===== src/rtl/mri_pkg.sv =====
// Constants, types and carriers for the memory reference issue and accept path.
// Assumes a single 100 MHz clock; all intervals are counted in 100 ns minor cycles.
// Summary of operation
// Priority arbiter takes one address per minor cycle
// At most one address issued per minor cycle
// Address goes to all banks; free one accepts
// Each issued address is saved in hopper
// Unaccepted address re-issued and saved until accepted
// Hopper holds at most three pending addresses
// Every address accepted within 2000 ns
// Distributor moves one word per minor cycle
// Write word broadcast; only addressed bank stores
// Requester supplies routing tags with each address
// On accept, tags go to distributor and reader
// Write word held in distributor until stored
// Read word routed to requester named by tags
// Eight chassis of four banks each
// Accept returns 200 ns after issue
// Low five address bits: chassis and bank
// Busy bank sends no accept, ignores address
// Per-chassis accepts merged by one OR
// Single clock, 100 ns minor cycle enable
package mri_pkg;
	localparam int CLK_NS           = 10;
	localparam int MINOR_NS         = 100;
	localparam int MINOR_CLKS       = MINOR_NS / CLK_NS;
	localparam int ACCEPT_NS        = 200;
	localparam int ACCEPT_TICKS     = ACCEPT_NS / MINOR_NS;
	localparam int STORE_NS         = 1000;
	localparam int STORE_TICKS      = STORE_NS / MINOR_NS;
	localparam int ACCEPT_MAX_NS    = 2000;
	localparam int ACCEPT_MAX_TICKS = ACCEPT_MAX_NS / MINOR_NS;
	localparam int HOP_MAX          = 3;
	localparam int N_CHASSIS        = 8;
	localparam int BANKS_PER_CH     = 4;
	localparam int N_BANKS          = N_CHASSIS * BANKS_PER_CH;
	localparam int BANK_BITS        = 5;
	localparam int ADDR_W           = 17;
	localparam int WORD_W           = 60;
	localparam int SRC_W            = 3;
	localparam int DEST_W           = 4;
	localparam int FIFO_DEPTH       = 4;
	localparam int DIV_W            = 4;
	localparam int CNT_W            = 4;
	localparam int AGE_W            = 5;

	typedef enum logic [1:0] {
		MRI_READ,
		MRI_WRITE,
		MRI_EXCH
	} mri_kind_e;

	// Routing tags that travel with an address
	typedef struct packed {
		logic [SRC_W-1:0]  sender;
		logic [DEST_W-1:0] dest;
		mri_kind_e         kind;
	} mri_tag_s;

	typedef struct packed {
		mri_tag_s          tag;
		logic [ADDR_W-1:0] addr;
	} mri_ref_s;

	typedef struct packed {
		logic                 valid;
		mri_ref_s             ref_;
		logic [AGE_W-1:0]     age;
	} mri_hop_s;

	typedef struct packed {
		logic [BANK_BITS-1:0] bank;
		logic [WORD_W-1:0]    word;
	} mri_wr_s;

	typedef struct packed {
		mri_tag_s          tag;
		logic [WORD_W-1:0] word;
	} mri_rd_s;
endpackage : mri_pkg


===== src/rtl/mri_fifo.sv =====
// Small shift-register FIFO; the head entry is always a register.
// Assumes synchronous active-low reset; out side may stall to let it fill.
`timescale 1ns/1ns
module mri_fifo #(
	parameter int W     = 8,
	parameter int DEPTH = 4
) (
	input  wire logic         clk,
	input  wire logic         reset_n,
	input  wire logic         in_valid,
	output logic              in_ready,
	input  wire logic [W-1:0] in_data,
	output logic              out_valid,
	input  wire logic         out_ready,
	output logic [W-1:0]      out_data
);
	localparam int CW = $clog2(DEPTH + 1);

	logic [W-1:0]  mem [DEPTH];
	logic [CW-1:0] count;
	logic [CW-1:0] next_count;
	logic          push;
	logic          pop;

	assign push       = in_valid && in_ready;
	assign pop        = out_valid && out_ready;
	assign next_count = CW'(count + CW'(push) - CW'(pop));
	assign out_data   = mem[0];

	// Occupancy and honest flags
	always_ff @(posedge clk) begin
		if (!reset_n) begin
			count     <= '0;
			in_ready  <= 1'b1;
			out_valid <= 1'b0;
		end else begin
			count     <= next_count;
			in_ready  <= next_count < CW'(DEPTH);
			out_valid <= next_count != '0;
		end
	end

	// Entries shift toward the head on pop
	for (genvar i = 0; i < DEPTH; i++) begin : g_ent
		always_ff @(posedge clk) begin
			if (pop) begin
				if (push && CW'(i + 1) == count)
					mem[i] <= in_data;
				else if (i < DEPTH - 1)
					mem[i] <= mem[(i < DEPTH - 1) ? i + 1 : i];
			end else if (push && CW'(i) == count) begin
				mem[i] <= in_data;
			end
		end
	end
endmodule : mri_fifo


===== src/rtl/mri_issue_accept.sv =====
// Memory reference issue/accept path: priority arbiter, retry hopper, bank
// busy and accept logic, and the data distributor with a write-word FIFO.
// Assumes requesters hold req_valid until taken and storage echoes read tags.
`timescale 1ns/1ns
module mri_issue_accept
	import mri_pkg::*;
#(
	parameter int N_REQ = 4
) (
	input  wire logic                  clk,
	input  wire logic                  reset_n,
	input  wire logic [N_REQ-1:0]      req_valid,
	input  mri_ref_s [N_REQ-1:0]       req,
	output logic [N_REQ-1:0]           req_take,
	output logic                       iss_valid,
	output logic [ADDR_W-1:0]          iss_addr,
	output logic                       go_valid,
	output mri_ref_s                   go_ref,
	output logic                       acc_line,
	output logic                       tag_valid,
	output mri_tag_s                   tag_out,
	output logic                       rd_tag_valid,
	output mri_tag_s                   rd_tag,
	input  wire logic                  wr_in_valid,
	output logic                       wr_in_ready,
	input  mri_wr_s                    wr_in,
	output logic                       wr_bcast_valid,
	output logic [WORD_W-1:0]          wr_bcast_word,
	output logic [N_BANKS-1:0]         wr_bank_en,
	input  wire logic                  store_rd_valid,
	input  mri_rd_s                    store_rd,
	output logic                       rd_valid,
	output mri_rd_s                    rd_out
);
	localparam int LAST = ACCEPT_TICKS - 1;

	logic [DIV_W-1:0]     div;
	logic                 tick;
	mri_hop_s             hop [ACCEPT_TICKS];
	logic                 retry;
	logic                 accepted;
	logic                 next_iss_valid;
	mri_ref_s             next_iss;
	logic [AGE_W-1:0]     next_age;
	logic [N_REQ-1:0]     next_grant;
	logic [CNT_W-1:0]     bank_cnt [N_BANKS];
	logic [N_BANKS-1:0]   bank_hit;
	logic [N_CHASSIS-1:0] chassis_acc;
	logic [BANK_BITS-1:0] sel_bank;
	logic                 fifo_valid;
	mri_wr_s              fifo_data;
	logic                 fifo_pop;

	// Minor cycle enable from the clock divider
	always_ff @(posedge clk) begin
		if (!reset_n) begin
			div  <= '0;
			tick <= 1'b0;
		end else begin
			div  <= (div == DIV_W'(MINOR_CLKS - 1)) ? '0 : DIV_W'(div + 1'b1);
			tick <= div == DIV_W'(MINOR_CLKS - 2);
		end
	end

	// Retry of the oldest hopper entry beats any new request
	assign accepted = hop[LAST].valid && acc_line;
	assign retry    = hop[LAST].valid && !acc_line;

	always_comb begin
		next_iss_valid = 1'b0;
		next_iss       = hop[LAST].ref_;
		next_age       = AGE_W'(hop[LAST].age + 1'b1);
		next_grant     = '0;
		if (retry) begin
			next_iss_valid = 1'b1;
		end else begin
			for (int i = 0; i < N_REQ; i++) begin
				if (!next_iss_valid && req_valid[i]) begin
					next_iss_valid = 1'b1;
					next_iss       = req[i];
					next_age       = '0;
					next_grant[i]  = 1'b1;
				end
			end
		end
	end

	// Grant pulse back to the chosen requester
	always_ff @(posedge clk) begin
		if (!reset_n)
			req_take <= '0;
		else
			req_take <= tick ? next_grant : '0;
	end

	// One address issued per minor cycle
	always_ff @(posedge clk) begin
		if (!reset_n) begin
			iss_valid <= 1'b0;
			iss_addr  <= '0;
		end else begin
			iss_valid <= tick && next_iss_valid;
			if (tick && next_iss_valid)
				iss_addr <= next_iss.addr;
		end
	end

	// Hopper: copy saved at issue, aged one slot per minor cycle
	for (genvar k = 0; k < ACCEPT_TICKS; k++) begin : g_hop
		always_ff @(posedge clk) begin
			if (!reset_n) begin
				hop[k] <= '0;
			end else if (tick) begin
				if (k == 0)
					hop[k] <= '{valid: next_iss_valid, ref_: next_iss, age: next_age};
				else
					hop[k] <= '{valid: hop[(k > 0) ? k - 1 : 0].valid,
						ref_: hop[(k > 0) ? k - 1 : 0].ref_,
						age: AGE_W'(hop[(k > 0) ? k - 1 : 0].age + 1'b1)};
			end
		end
	end

	// Bank decode: five low bits pick chassis and bank; busy banks ignore
	assign sel_bank = next_iss.addr[BANK_BITS-1:0];
	for (genvar b = 0; b < N_BANKS; b++) begin : g_bank
		assign bank_hit[b] = tick && next_iss_valid && sel_bank == BANK_BITS'(b)
			&& bank_cnt[b] == '0;
		always_ff @(posedge clk) begin
			if (!reset_n)
				bank_cnt[b] <= '0;
			else if (bank_hit[b])
				bank_cnt[b] <= CNT_W'(STORE_TICKS);
			else if (tick && bank_cnt[b] != '0)
				bank_cnt[b] <= CNT_W'(bank_cnt[b] - 1'b1);
		end
	end

	// Per-chassis accepts, then the single OR onto the accept line
	for (genvar c = 0; c < N_CHASSIS; c++) begin : g_ch
		always_ff @(posedge clk) begin
			if (!reset_n)
				chassis_acc[c] <= 1'b0;
			else if (tick)
				chassis_acc[c] <= |bank_hit[c*BANKS_PER_CH +: BANKS_PER_CH];
		end
	end

	always_ff @(posedge clk) begin
		if (!reset_n)
			acc_line <= 1'b0;
		else if (tick)
			acc_line <= |chassis_acc;
	end

	// Go to the storage sequencer of the selected bank
	always_ff @(posedge clk) begin
		if (!reset_n) begin
			go_valid <= 1'b0;
			go_ref   <= '0;
		end else begin
			go_valid <= |bank_hit;
			if (|bank_hit)
				go_ref <= next_iss;
		end
	end

	// Tags forwarded on accept; read tags also go to storage for the echo
	always_ff @(posedge clk) begin
		if (!reset_n) begin
			tag_valid    <= 1'b0;
			tag_out      <= '0;
			rd_tag_valid <= 1'b0;
			rd_tag       <= '0;
		end else begin
			tag_valid    <= tick && accepted;
			rd_tag_valid <= tick && accepted && hop[LAST].ref_.tag.kind == MRI_READ;
			if (tick && accepted) begin
				tag_out <= hop[LAST].ref_.tag;
				rd_tag  <= hop[LAST].ref_.tag;
			end
		end
	end

	// Write words wait in the FIFO until the distributor slot comes
	mri_fifo #(
		.W     ($bits(mri_wr_s)),
		.DEPTH (FIFO_DEPTH)
	) u_wr_fifo (
		.clk       (clk),
		.reset_n   (reset_n),
		.in_valid  (wr_in_valid),
		.in_ready  (wr_in_ready),
		.in_data   (wr_in),
		.out_valid (fifo_valid),
		.out_ready (fifo_pop),
		.out_data  (fifo_data)
	);

	assign fifo_pop = tick && fifo_valid;

	// Broadcast to all banks with a one-hot store enable
	always_ff @(posedge clk) begin
		if (!reset_n) begin
			wr_bcast_valid <= 1'b0;
			wr_bcast_word  <= '0;
			wr_bank_en     <= '0;
		end else begin
			wr_bcast_valid <= fifo_pop;
			if (fifo_pop) begin
				wr_bcast_word <= fifo_data.word;
				wr_bank_en    <= N_BANKS'(1) << fifo_data.bank;
			end else begin
				wr_bank_en    <= '0;
			end
		end
	end

	// Read words routed onward with their tags
	always_ff @(posedge clk) begin
		if (!reset_n) begin
			rd_valid <= 1'b0;
			rd_out   <= '0;
		end else begin
			rd_valid <= store_rd_valid;
			if (store_rd_valid)
				rd_out <= store_rd;
		end
	end

	// References issued and not yet accepted, counted apart from the hopper slots
	logic [2:0] pend;
	always_ff @(posedge clk) begin
		if (!reset_n)
			pend <= '0;
		else if (tick)
			pend <= 3'(pend + 3'(|next_grant) - 3'(accepted));
	end
endmodule : mri_issue_accept


===== config.mk =====
export PLATFORM = sky130hd
export DESIGN_NAME = mri_issue_accept
export DESIGN_NICKNAME = d
export VERILOG_FILES = /design/src/rtl/mri_pkg.sv /design/src/rtl/mri_fifo.sv /design/src/rtl/mri_issue_accept.sv
export SDC_FILE = /design/constraint.sdc
export NUM_CORES = 1
export LEC_CHECK = 0
export BUFFER_PORTS_ARGS = -buffer_cell sky130_fd_sc_hd__buf_2
export CORE_ASPECT_RATIO = 1.75
export CORE_MARGIN = 5
export CORE_UTILIZATION = 26
export CTS_CLUSTER_DIAMETER = 80
export DETAILED_ROUTE_END_ITERATION = 10
export GPL_ROUTABILITY_DRIVEN = 0
export PLACE_DENSITY = 0.46
export SLEW_MARGIN = 20
export SYNTH_ARGS = -nofsm -noshare
export SYNTH_HDL_FRONTEND = slang
export SYNTH_SLANG_ARGS = --single-unit

===== constraint.sdc =====
create_clock -name clk -period 5.5 [get_ports clk]
set_clock_uncertainty 0.2 [all_clocks]
set_input_delay 1.375 -clock clk [delete_from_list [all_inputs] [get_ports clk]]
set_output_delay 1.375 -clock clk [all_outputs]
set_load 0.05 [all_outputs]

**Yosys cells after proc, flatten, opt, wreduce, memory -nomap -nowiden**

Memories as Yosys holds them, arrays and structs flattened.
Index checks and enable logic that the tools add are counted.

- Flip-flop bits (word level): 242
- Bits in writable memories: 452
- Memories kept: 3

Memory list:

| name | depth | width | read ports | clocked after Yosys merged registers in | write ports | line | text |
|---|---|---|---|---|---|---|---|
| u_wr_fifo.mem | 4 | 65 | 4 | 0 | 4 | mri_fifo.sv:19 | `logic [W-1:0] mem [DEPTH];` |
| bank_cnt | 32 | 4 | 32 | 0 | 32 | mri_issue_accept.sv:46 | `logic [CNT_W-1:0] bank_cnt [N_BANKS];` |
| hop | 2 | 32 | 2 | 0 | 2 | mri_issue_accept.sv:39 | `mri_hop_s hop [ACCEPT_TICKS];` |

- Add/subtract/negate cells: 37
- Magnitude comparators: 1
- Equal/unequal tests: 37
- Shifts and indexed selects: 1
- Muxes and demuxes: 352
- Bitwise logic cells: 75
- Reductions and logical operators: 197

Operators with widths:

| kind | count |
|---|---|
| 65-bit two-way mux | 7 |
| 1-bit two-way mux | 269 |
| 4-bit two-way mux | 64 |
| 26-bit two-way mux | 5 |
| 4-bit logical NOT | 32 |
| 4-bit nonzero test | 32 |
| 4-bit by 1-bit subtractor with 4-bit output, second input constant | 32 |
| 1-bit logical AND | 112 |
| 5-bit == test, second input constant | 16 |
| 1-bit bitwise OR | 73 |
| 32-bit two-way mux | 2 |
| 5-bit by 4-bit == test with 1-bit output, second input constant | 8 |
| 32-bit OR reduction | 1 |
| 4-bit OR reduction | 8 |
| 1-bit by 5-bit left shift with 32-bit output, first input constant | 1 |
| 5-bit two-way mux | 5 |
| 5-bit by 3-bit == test with 1-bit output, second input constant | 4 |
| 5-bit by 1-bit adder with 5-bit output, second input constant | 2 |
| 5-bit by 2-bit == test with 1-bit output, second input constant | 2 |
| 4-bit == test, second input constant | 2 |
| 8-bit OR reduction | 1 |
| 2-bit by 3-bit == test with 1-bit output, first input constant | 2 |
| 5-bit by 1-bit == test with 1-bit output, second input constant | 1 |
| 5-bit logical NOT | 1 |
| other kinds (14) | 18 |

**Depth between registers and ports, before layout**

Gate-level depths: netlist of run 1.

- Depth after elaboration: 23
- Depth in mapped cells: 13
- Mapped depth without buffers: 11

**Cells and area by module**

From an unflattened synthesis of run 1, not the netlist that was laid out.

- Cell total of the unflattened synthesis: 2533
- Area, all modules: 30659.4 um^2

By module, submodules not included:

| module | times used | cells an instance | area each (um^2) | sequential area each (um^2) |
|---|---|---|---|---|
| mri_issue_accept | 1 | 2021 | 19720.2 | 10209.8 |
| mri_fifo | 1 | 512 | 10939.2 | 7907.6 |

**Worst setup path before layout of run 1**

No wires, ideal clock.

- Kind: input -> register
- Start: input port wr_in_valid
- End: memory u_wr_fifo.mem[3][0] (netlist name), enable pin
- Library setup time: 0.488 ns
- Arrival time: 4.241 ns
- Data required time: 4.812 ns
- Setup slack: 0.571 ns
- Cell stages on the path: 2
- Cell sequence: nand2_1 > nor2_1

RTL lines:

| element | line | text |
|---|---|---|
| start, declared | mri_issue_accept.sv:24 | `input wire logic wr_in_valid,` |
| end, declared | mri_fifo.sv:19 |  |

==> out/qor.yml, run 1 <==
critical_path:
  worst_r2r_startpoint: "acc_line"
  end_kind: "flip-flop"
  rr_endpoint: "bank_cnt[0][14]"
  worst-r2r-cell-count: 8
  timing.critical_path.from_type: "input pin"
  cp_data_arrival_time_ns: 4.95
  timing.critical_path.fanout_max: 41
  cp.required_ns: 5.61
  r2r_setup_slack_ns: 1.28
  criticalPathCategory: "in2reg"
global_route:
  gr-total-overflow: 0
  global_route.usage.total_pct: 14.37
  largest_net_degree_at_the_start_of_global_routing: 95
  first_global_vias: 21980
  grt_pass1_wl_um: 135300
  grt_antenna_before_repair: 17
finish:
  fin_nets: 3295
  fillers: 11830
  finish.instance_area_mm2: 0.03702
  register_cell_area_after_layout_mm2: 0.01812
  fin_util_pct: 32.02
  share_of_final_layout_standard_cells_stronger_than_drive_strength_1_pct: 29.08
  areaGrowthSynthToFinish_pct: 22.18
  multi_input_comb_area_mm2: 0.01132
  layout.cells.most_common: "sky130_fd_sc_hd__buf_2"
  most-common-layout-cells: "sky130_fd_sc_hd__buf_2, sky130_fd_sc_hd__edfxtp_1, sky130_fd_sc_hd__nand2_1, sky130_fd_sc_hd__dfxtp_1, sky130_fd_sc_hd__mux2_2"
synthesis:
  mappedNetlistNets: 2841
  yosysSeqAreaShare_pct: 59.79
  postSynth.asyncResetShare_pct: 0
  synth-seq-cells: 684
  synth_area_mm2: 0.03030
  syn-instance-count: 2525
  yosysUniqueCellTypes: 69
  share_of_yosys_cell_area_claimed_by_the_top_area_cell_type_pct: 43.80
  synth.area.top_cells: "sky130_fd_sc_hd__edfxtp_1, sky130_fd_sc_hd__dfxtp_1, sky130_fd_sc_hd__mux2_2"
  yosys.area.top_type: "sky130_fd_sc_hd__edfxtp_1"
  ys_dominant_reg_cell: "sky130_fd_sc_hd__edfxtp_1"
  postSynthAreaPerCell_um2: 12.00
  count_of_flip_flops_with_a_built_in_enable_after_synthesis: 442
  warnings_synthesis: 0
floorplan:
  chipWidth_um: 268.1
  die_h_um: 461.6
  die_area_mm2: 0.1238
  number_of_top_level_pins: 480
  core_region_area_mm2: 0.1156
  start_util_pct: 26.21
  num_rows: 165
sta:
  maxSlewHeadroom_pct: 27.55
  final_hold_viol_count: 0
  setup_repair_after_global_routing_missed_its_margin: "no"
  timing.final.crit_share_pct: 88.16
  report.final.slew_viol_count: 0
  post-route-min-period_ns: 4.849
  fmax_mhz: 206.2
  worstMarginPinSlew_ns: 1.084
  setup_violations: 0
route:
  routed_wl_um: 92030
  drt-vias-per-instance: 4.571
  postRouteAntennaNets: 0
  avgRoutedWirePerCell_um: 20.22
  first_pass_iters: 5
  via_count: 20800
  drc: 0
  drt-initial-drc-count: 1038
job:
  max_cap_violations: 0
power_and_ir_drop:
  irDropWorstVdd_uv: 284.2
  power.static_leakage_nw: 15.04
  p_total_mw: 12.38
  power_per_cell_area_mw_per_mm2: 334.4
cts:
  cts_root_buf: "sky130_fd_sc_hd__clkbuf_16"
  cts_tree: "built"
  tritoncts.num_buffers: 75
  cts_hold_buffers: 0
  ctsHtreeMaxLevel: 3
  cts.repair.resized: 0
  cts_setup_buffers: 0
  cts_max_path_buffers: 3
  clkTransAtPathRegs_ns: 0.06
  worst_skew_pair.late_latency_ns: 0.65
  clock_sink_count: 684
place:
  placement.cell_area_mm2: 0.03443
  post-dp-hpwl_um: 64520
  placement.io_buffers: 479
hold_path:
  hold_end: "wr_bcast_word[51]"
  worstHoldStart: "wr_bcast_word[51]"
  min_path_cells: 2
  min-delay-path-class: "reg2reg"
status:
  status: "finished clean"
-- how the worst max path moves through the flow --
stage | startpoint | cells after the start | endpoint | slack, ns
6_report | req_valid[0] | 10 | bank_cnt[0][14] | 0.65
5_1_grt | req_valid[0] | 9 | bank_cnt[0][44] | 0.47
3_3_place_gp | req_valid[0] | 9 | bank_cnt[0][54] | -0.13
4_1_cts | req_valid[0] | 10 | bank_cnt[0][14] | 0.72
3_5_place_dp | req_valid[0] | 10 | bank_cnt[0][12] | -0.006
2_1_floorplan | wr_in_valid | 2 | u_wr_fifo.mem[3][0] | 0.57
-- sequential cells by signal (all words and copies together) (netlist names), 3 cells and up --
name / flops
bank_cnt: 128
chassis_acc: 8
div: 4
go_ref: 26
hop: 54
iss_addr: 17
rd_out: 69
rd_tag: 9
req_take: 4
u_wr_fifo.count: 3
u_wr_fifo.mem: 260
wr_bank_en: 32
wr_bcast_word: 60
-- critical path: stages --
cell                       delay [ns]
sky130_fd_sc_hd__buf_2           0.24
sky130_fd_sc_hd__buf_4           0.42
sky130_fd_sc_hd__nor2_1          0.10
sky130_fd_sc_hd__a221oi_1        0.52
sky130_fd_sc_hd__a32oi_4         0.37
sky130_fd_sc_hd__nor2_1          0.89
sky130_fd_sc_hd__nand2_1         0.36
sky130_fd_sc_hd__nor2_1          0.33
sky130_fd_sc_hd__nand2_1         0.11
sky130_fd_sc_hd__o211ai_1        0.21
-- synthesized netlist by cell type, drive strengths merged, types with 7 or more instances --
master and number:
xnor2 36, nor4 7, dfxtp 242, o21ai 68
mux2i 112, a21o 20, a21boi 104, nand3 45
o21a 15, o31ai 17, a211oi 24, nor3b 8
o211a 40, and2 26, clkbuf 111, nor2 191
edfxtp 442, o211ai 17, nand2b 9, nand2 287
or3 32, a21oi 33, mux2 199, buf 39
nor2b 81, nor3 62, nand4 20, inv 77
nand3b 11, ha 69, and3 34
-- cell type report --
class / count / area share [%]
Tap cell: 1503 / 5.079
Clock inverter: 34 / 1.179
Antenna cell: 8 / 0.05407
Timing Repair Buffer: 527 / 7.617
Clock buffer: 104 / 5.772
Multi-Input combinational cell: 1613 / 30.57
Inverter: 78 / 0.7908
Sequential cell: 684 / 48.94
-- power breakdown --
part           switching [mW]  total (mW)  internal (mW)  leakage (nW)
logic                   0.758        1.11          0.357          7.56
clock network            2.23        5.28           3.05          1.25
registers               0.123        5.99           5.86          6.22
-- routing by layer --
metal / wire length (um) / vias up / GRT usage, % / share of wire (%)
met2: 46330 / 551 / 25.79 / 50
met3: 6870 / 128 / 4.182 / 7.5
li1: - / 9967 / - / -
met1: 36000 / 10140 / 16.06 / 39
met4: 2730 / 16 / 5.279 / 3.0
met5: 100 / - / 0 / 0.11
-- logic make-up (layout without fill, tap and decap cells) --
kind of cell,after synthesis,count (layout),synth area share [%]
other cells,0,8,0
simple gates,831,831,13.04
mux,311,311,11.09
compound gates,360,360,8.852
flops,684,684,59.79
buf+inv,228,743,3.125
xor+xnor,41,41,1.185
fa+ha+maj,70,70,2.915
-- stage by stage --
stage                     worst slack, ns  TNS [ns]  instances  hold slack, ns
final                              0.6512         0       4551          0.2611
after global routing               0.4715         0       4545          0.2836
after CTS                          0.7213         0       4543          0.2635
after detailed placement        -0.006022  -0.02399       4405          0.2544
after global placement            -0.1301    -1.357       4405          0.2494
after floorplan                    0.5710         0       2525          0.2437
Power figures use the tool's default switching activity.
==> inputs of run 2 (changes only) <==
Settings changed: ABC_AREA set to 1, PLACE_DENSITY 0.46 to 0.47.
Clock period 5.5 ns to 4.4 ns, I/O delays scaled along.
==> run 2 against run 1 <==
Compared with the run above:
- sequential power rose by 25%
- first-iteration DRC count up 16%
- register-to-register slack got worse by 0.35 ns
- critical endpoint is now go_ref[14]
- final cell count up 6.2%
- sequential share of layout area grew 1.2 points
- total power rose by 23%
- highest routed layer unchanged
==> out/qor.yml, run 2 <==
floorplan:
  chipWidth_um: 264.8  # -1.2%
  num_rows: 163  # -1.2%
  number_of_top_level_pins: 480  # unchanged
  die_h_um: 455.8  # -1.3%
  core_region_area_mm2: 0.1128  # -2.4%
  die_area_mm2: 0.1207  # -2.5%
  start_util_pct: 26.18  # -0.028 points
finish:
  most-common-layout-cells: "sky130_fd_sc_hd__nor2_1, sky130_fd_sc_hd__buf_2, sky130_fd_sc_hd__edfxtp_1, sky130_fd_sc_hd__nand2_1, sky130_fd_sc_hd__dfxtp_1"
  share_of_final_layout_standard_cells_stronger_than_drive_strength_1_pct: 26.27  # -2.8 points
  largest_register_ffs: 260  # unchanged
  largest_register_by_flop_count: "u_wr_fifo.mem"
  register_cell_area_after_layout_mm2: 0.01812  # about the same
  fillers: 11670  # -1.4%
  areaGrowthSynthToFinish_pct: 22.37
  multi_input_comb_area_mm2: 0.009955  # -12%
  finish.instance_area_mm2: 0.03614  # -2.4%
  biggest_registers_after_layout: "u_wr_fifo.mem (260), bank_cnt (128), rd_out (69)"
  layout.cells.most_common: "sky130_fd_sc_hd__nor2_1"
  fin_nets: 3595  # +9.1%
critical_path:
  cp.required_ns: 4.79  # -0.82 ns
  critPathMaxStageDelay_ns: 0.26  # -0.63 ns
  worst_r2r_startpoint: "hop[1][31]"
  timing.critical_path.from_type: "input pin"
  cpLargestDelayFamily: "simple AND/OR/NAND/NOR gates"
  critical_path.most_common_cell: "sky130_fd_sc_hd__nand2_1"
  buffer_and_inverter_count_on_the_worst_path: 4  # +2
  cp_data_arrival_time_ns: 4.04  # -0.91 ns
  critPathLaunch: "req_valid[1]"
  crit_chain: "buf_2, nor2_8, nand3_2, o21ai_1, inv_1, nand2_1, nand2_2, nand2_2, buf_4, nor2_1, nand2_1, nand2_1, nor2_1, nand2_1, nor2_2, nand2_4, buf_12, nand2_1, nand2_1, nor2_1"
  criticalPathCategory: "in2reg"
  cp_slowest_cell: "sky130_fd_sc_hd__nand3_2"
  worst-r2r-cell-count: 17  # +9
  end_kind: "flip-flop"
  critical_path_cell_count: 20  # +10
  timing.critical_path.fanout_max: 38  # -7.3%
synthesis:
  synthTopCellsByCount: "sky130_fd_sc_hd__nor2_1, sky130_fd_sc_hd__edfxtp_1, sky130_fd_sc_hd__nand2_1"
  synth.area.top_cells: "sky130_fd_sc_hd__edfxtp_1, sky130_fd_sc_hd__dfxtp_1, sky130_fd_sc_hd__mux2_2"
  synth-seq-cells: 684  # unchanged
  syn-instance-count: 2818  # +12%
  yosysUniqueCellTypes: 40  # -42%
  combinational_family_with_the_most_area_after_synthesis: "simple AND/OR/NAND/NOR gates"
  post_synth_fa_ha_maj_area_fraction_pct: 2.991  # +0.076 points
  synth_area_mm2: 0.02953  # -2.6%
  compound_cell_area_share_of_the_yosys_netlist_pct: 6.283  # -2.6 points
  postSynthAreaPerCell_um2: 10.48  # -13%
  multiplexer_share_of_the_synthesized_area_pct: 7.436  # -3.7 points
  synth_simple_gate_area_share_pct: 15.32  # +2.3 points
  mappedNetlistNets: 3134  # +10%
  ys_dominant_reg_cell: "sky130_fd_sc_hd__edfxtp_1"
  count_of_flip_flops_with_a_built_in_enable_after_synthesis: 442  # unchanged
  yosys.area.top_type: "sky130_fd_sc_hd__edfxtp_1"
  postSynth.asyncResetShare_pct: 0  # unchanged
  share_of_yosys_cell_area_claimed_by_the_top_area_cell_type_pct: 44.95  # +1.1 points
  yosys.area_share.xor_xnor_pct: 1.453  # +0.27 points
  warnings_synthesis: 0  # unchanged
  yosysSeqAreaShare_pct: 61.35  # +1.6 points
  post-synth-top-count-cell: "sky130_fd_sc_hd__nor2_1"
sta:
  report.final.slew_viol_count: 0  # unchanged
  maxSlewHeadroom_pct: 30.14  # +2.6 points
  finalHoldWorstSlack_ns: 0.2657  # +0.004605 ns
  setup_violations: 0  # unchanged
  post-route-min-period_ns: 3.654
  timing.final.crit_share_pct: 83.04
  final_hold_viol_count: 0  # unchanged
  totalNegativeSetupSlack_ns: 0  # unchanged
  fmax_mhz: 273.7
  finalWorstSetupSlack_ns: 0.7464  # +0.09519 ns
  setup_repair_after_global_routing_missed_its_margin: "no"
  worstMarginPinSlew_ns: 1.048  # -0.03650 ns
status:
  status: "finished clean"
cts:
  tritoncts.num_buffers: 72  # -4.0%
  clock_sink_count: 684  # unchanged
  cts_hold_buffers: 0  # unchanged
  cts.repair.resized: 0  # unchanged
  clkTransAtPathRegs_ns: 0.06  # about the same
  cts_root_buf: "sky130_fd_sc_hd__clkbuf_16"
  cts_max_path_buffers: 3  # unchanged
  worst_skew_pair.late_latency_ns: 0.67  # +0.02 ns
  ctsHtreeMaxLevel: 3  # unchanged
  cts_tree: "built"
  cts_setup_buffers: 0  # unchanged
power_and_ir_drop:
  power.static_leakage_nw: 14.96  # -0.52%
  power_per_cell_area_mw_per_mm2: 421.1  # +26%
  irDropWorstVdd_uv: 336.5  # +18%
route:
  avgRoutedWirePerCell_um: 18.51  # -8.5%
  drt-initial-drc-count: 1206  # +16%
  via_count: 21540  # +3.5%
  postRouteAntennaNets: 0  # unchanged
  drc: 0  # unchanged
  first_pass_iters: 5  # unchanged
  drt-vias-per-instance: 4.455  # -2.5%
  routed_wl_um: 89480  # -2.8%
place:
  placement.io_buffers: 479  # unchanged
  dpl_worst_slack_ns: 0.1352  # +0.1412 ns
  placement.cell_area_mm2: 0.03369  # -2.2%
  post-dp-hpwl_um: 63870  # -1.0%
hold_path:
  min_path_cells: 2  # unchanged
  worstHoldStart: "rd_tag[8]"
  min-delay-path-class: "reg2reg"
global_route:
  grt_util_met2_pct: 26.11  # +0.32 points
  global_route.usage.total_pct: 14.28  # -0.081 points
  grt_pass1_wl_um: 134300  # -0.81%
  grt.busiest_layer: "met2"
  grt_antenna_before_repair: 14  # -3
  largest_net_degree_at_the_start_of_global_routing: 102  # +7.4%
  grtUsageMet1_pct: 15.12  # -0.94 points
  gr-total-overflow: 0  # unchanged
  grt_util_met3_pct: 3.613  # -0.57 points
  first_global_vias: 21990  # +0.050%
job:
  max_cap_violations: 0  # unchanged
==> run 2: power by group <==
part / internal, mW / switching, mW
sequential: 7.34 / 0.165
clock: 3.59 / 2.73
combinational: 0.404 / 0.988
total: 11.3 / 3.88
==> run 2: logic make-up (layout without fill, tap and decap cells) <==
group	Yosys count	in the layout
xor gates and xnor gates	49	49
buffers and inverters	377	898
adders and majority gates	70	70
other	0	11
muxes	195	195
AOI/OAI and AO/OA	342	342
DFF	684	684
and+or+nand+nor	1101	1101
==> run 2: worst reg2reg max path, delay by kind of cell (launching register included) <==
family	cells	cell delay, ns
and+or+nand+nor	13	2.01
AOI/OAI and AO/OA	1	0.13
DFF	1	0.40
buffers and inverters	3	0.67
==> run 2: final timing paths <==
| path | slack [ns] | endpoint |
|---|---|---|
| min | 0.27 | rd_tag[8] |
| max reg2reg | 0.93 | go_ref[14] |
| min reg2reg | 0.27 | rd_tag[8] |
| max | 0.75 | go_ref[14] |
==> run 2: cell type report <==
type	count	share of cell area, %
clock buffers	96	5.526
diodes	11	0.07617
inverters	236	2.451
flip-flops and latches	684	50.14
clock inverters	38	1.174
multi-input cells	1757	27.55
well taps	1485	5.142
repair buffers	528	7.946
==> run 2: through the flow <==
stage	util, %	std cells	power [mW]
2_1_floorplan	-	2818	8.461
3_3_place_gp	29.87	4690	9.055
3_5_place_dp	29.87	4690	9.066
4_1_cts	32.02	4824	15.52
5_1_grt	32.03	4829	15.89
6_report	32.04	4835	15.22
==> run 2: layer usage <==
metal	vias to the layer above	part of all wire [%]
met4	4	4.7
met2	597	52
li1	10480	-
met3	187	6.3
met1	10270	37
met5	-	0.031
==> inputs of run 3 (changes only) <==
Clock period 4.4 ns to 3.15 ns, I/O delays scaled along.
==> run 3 against run 2 <==
Compared with the run above:
- worst hold slack worse by 0.12 ns
- sequential power up 40%
- utilization is 0.85 points higher
- via count is 1.2% higher
- die area did not move
- largest power group unchanged
==> out/qor.yml, run 3 (synthesis gave the netlist of run 2 again) <==
floorplan:
  die_area_mm2: 0.1207  # unchanged
  start_util_pct: 26.18  # unchanged
  die_h_um: 455.8  # unchanged
  num_rows: 163  # unchanged
  core_region_area_mm2: 0.1128  # unchanged
  number_of_top_level_pins: 480  # unchanged
  chipWidth_um: 264.8  # unchanged
critical_path:
  cp.required_ns: 3.55  # -1.24 ns
  r2r_setup_slack_ns: 0.25  # -0.68 ns
  worst_r2r_startpoint: "hop[1][31]"
  timing.critical_path.from_type: "flip-flop"
  end_kind: "flip-flop"
  critPathCapture: "go_ref[9]"
  cp_data_arrival_time_ns: 3.30  # -0.74 ns
  rr_endpoint: "go_ref[9]"
  critPathLaunch: "hop[1][31]"
  criticalPathCategory: "reg2reg"
  worst-r2r-cell-count: 18  # +1
  timing.critical_path.fanout_max: 39  # +2.6%
finish:
  multi_input_comb_area_mm2: 0.009955  # unchanged
  fillers: 11590  # -0.69%
  layout.cells.most_common: "sky130_fd_sc_hd__nor2_1"
  fin_nets: 3706  # +3.1%
  largest_register_by_flop_count: "u_wr_fifo.mem"
  most-common-layout-cells: "sky130_fd_sc_hd__nor2_1, sky130_fd_sc_hd__buf_2, sky130_fd_sc_hd__edfxtp_1, sky130_fd_sc_hd__nand2_1, sky130_fd_sc_hd__dfxtp_1"
  register_cell_area_after_layout_mm2: 0.01812  # unchanged
  share_of_final_layout_standard_cells_stronger_than_drive_strength_1_pct: 28.68  # +2.4 points
  areaGrowthSynthToFinish_pct: 25.62
  largest_register_ffs: 260  # unchanged
  biggest_registers_after_layout: "u_wr_fifo.mem (260), bank_cnt (128), rd_out (69)"
sta:
  fmax_mhz: 344.9
  report.final.slew_viol_count: 0  # unchanged
  final_hold_viol_count: 0  # unchanged
  finalHoldWorstSlack_ns: 0.1416  # -0.1241 ns
  setup_repair_after_global_routing_missed_its_margin: "no"
  setup_violations: 0  # unchanged
  maxSlewHeadroom_pct: 50.85  # +21 points
  finalWorstSetupSlack_ns: 0.2506  # -0.4958 ns
  timing.final.crit_share_pct: 92.04
  post-route-min-period_ns: 2.899
  worstMarginPinSlew_ns: 0.7373  # -0.3106 ns
place:
  post-dp-hpwl_um: 65310  # +2.2%
  placement.io_buffers: 479  # unchanged
  dpl_worst_slack_ns: -0.3518  # -0.4870 ns
cts:
  tritoncts.num_buffers: 72  # unchanged
  clock_sink_count: 684  # unchanged
  cts_hold_buffers: 0  # unchanged
  cts_max_path_buffers: 3  # unchanged
  clkTransAtPathRegs_ns: 0.06  # about the same
  cts_tree: "built"
  cts_setup_buffers: 0  # unchanged
  worst_skew_pair.late_latency_ns: 0.66  # about the same
  cts.repair.resized: 0  # unchanged
  ctsHtreeMaxLevel: 3  # unchanged
  cts_root_buf: "sky130_fd_sc_hd__clkbuf_16"
status:
  status: "finished clean"
route:
  drt-vias-per-instance: 4.415  # -0.88%
  routed_wl_um: 90130  # +0.73%
  postRouteAntennaNets: 0  # unchanged
  avgRoutedWirePerCell_um: 18.26  # -1.4%
  via_count: 21800  # +1.2%
  drt-initial-drc-count: 1116  # -7.5%
  drc: 0  # unchanged
  first_pass_iters: 5  # unchanged
global_route:
  first_global_vias: 22190  # +0.90%
  grt_pass1_wl_um: 135900  # +1.3%
  global_route.usage.total_pct: 14.42  # +0.14 points
  grt_antenna_before_repair: 11  # -3
  gr-total-overflow: 0  # unchanged
  largest_net_degree_at_the_start_of_global_routing: 81  # -21%
power_and_ir_drop:
  power.static_leakage_nw: 15.56  # +4.0%
  irDropWorstVdd_uv: 445.8  # +32%
  power_per_cell_area_mw_per_mm2: 570.3  # +35%
job:
  max_cap_violations: 0  # unchanged
hold_path:
  min-delay-path-class: "in2reg"
run 3: layout make-up:
cell class | count | share of cell area (%)
tap | 1485 | 5.009
clock buffer | 95 | 5.400
inverter | 236 | 2.388
sequential | 684 | 48.84
antenna | 4 | 0.02698
timing repair buffer | 639 | 10.49
multi-input combinational | 1757 | 26.83
clock inverter | 37 | 1.012
run 3: worst min-delay path by stage:
stage | startpoint | end | slack [ns] | cells after the start
3_5_place_dp | rd_tag[3] | rd_tag[3] | 0.26 | 2
4_1_cts | wr_in[32] | u_wr_fifo.mem[3][32] | 0.08 | 1
2_1_floorplan | div[3] | div[3] | 0.24 | 2
5_1_grt | wr_in[39] | u_wr_fifo.mem[3][39] | 0.10 | 1
6_report | wr_in[12] | u_wr_fifo.mem[3][12] | 0.14 | 1
3_3_place_gp | rd_tag[3] | rd_tag[3] | 0.25 | 2
run 3: worst max-delay path, cell delays in order, from the launching register on:
cell and delay, ns:
sky130_fd_sc_hd__edfxtp_1 0.42, sky130_fd_sc_hd__nand2_2 0.25, sky130_fd_sc_hd__buf_4 0.20, sky130_fd_sc_hd__nand3_2 0.08, sky130_fd_sc_hd__nor2_4 0.12, sky130_fd_sc_hd__nor2_4 0.06, sky130_fd_sc_hd__buf_4 0.15, sky130_fd_sc_hd__nand4_1 0.15
sky130_fd_sc_hd__nor2_1 0.09, sky130_fd_sc_hd__nand3_1 0.11, sky130_fd_sc_hd__nand2_1 0.08, sky130_fd_sc_hd__nor2_1 0.14, sky130_fd_sc_hd__nand2_1 0.11, sky130_fd_sc_hd__nor2_4 0.15, sky130_fd_sc_hd__nand2_4 0.06, sky130_fd_sc_hd__buf_12 0.16
sky130_fd_sc_hd__nand2_1 0.10, sky130_fd_sc_hd__nand2_1 0.05, sky130_fd_sc_hd__nor2_1 0.10
run 3: per-layer routing:
layer  vias up  global-route usage, %  share of wire (%)
met5         -                      0              0.047
met4         8                  4.588                2.8
met3       137                  3.909                6.8
met2       573                  26.93                 53
met1     10400                  15.73                 38
li1      10680                      -                  -
run 3: through the flow:
step | TNS (ns) | instances | utilization (%) | power (mW) | instance area (um2)
finish | 0 | 4937 | 32.89 | 21.16 | 37100
global route | 0 | 4935 | 32.89 | 22.09 | 37090
CTS | 0 | 4933 | 32.88 | 21.55 | 37080
detailed placement | -10.78 | 4801 | 30.77 | 12.74 | 34700
global placement | -7.744 | 4801 | 30.77 | 12.73 | 34700
floorplan | 0 | 2818 | - | 11.81 | 29560
run 3: report_power, final:
part           switching, mW  total, mW  internal, mW
clock network           3.73       8.66          4.93
registers              0.230       10.5          10.2
logic                   1.38       2.02         0.636
total                   5.34       21.2          15.8
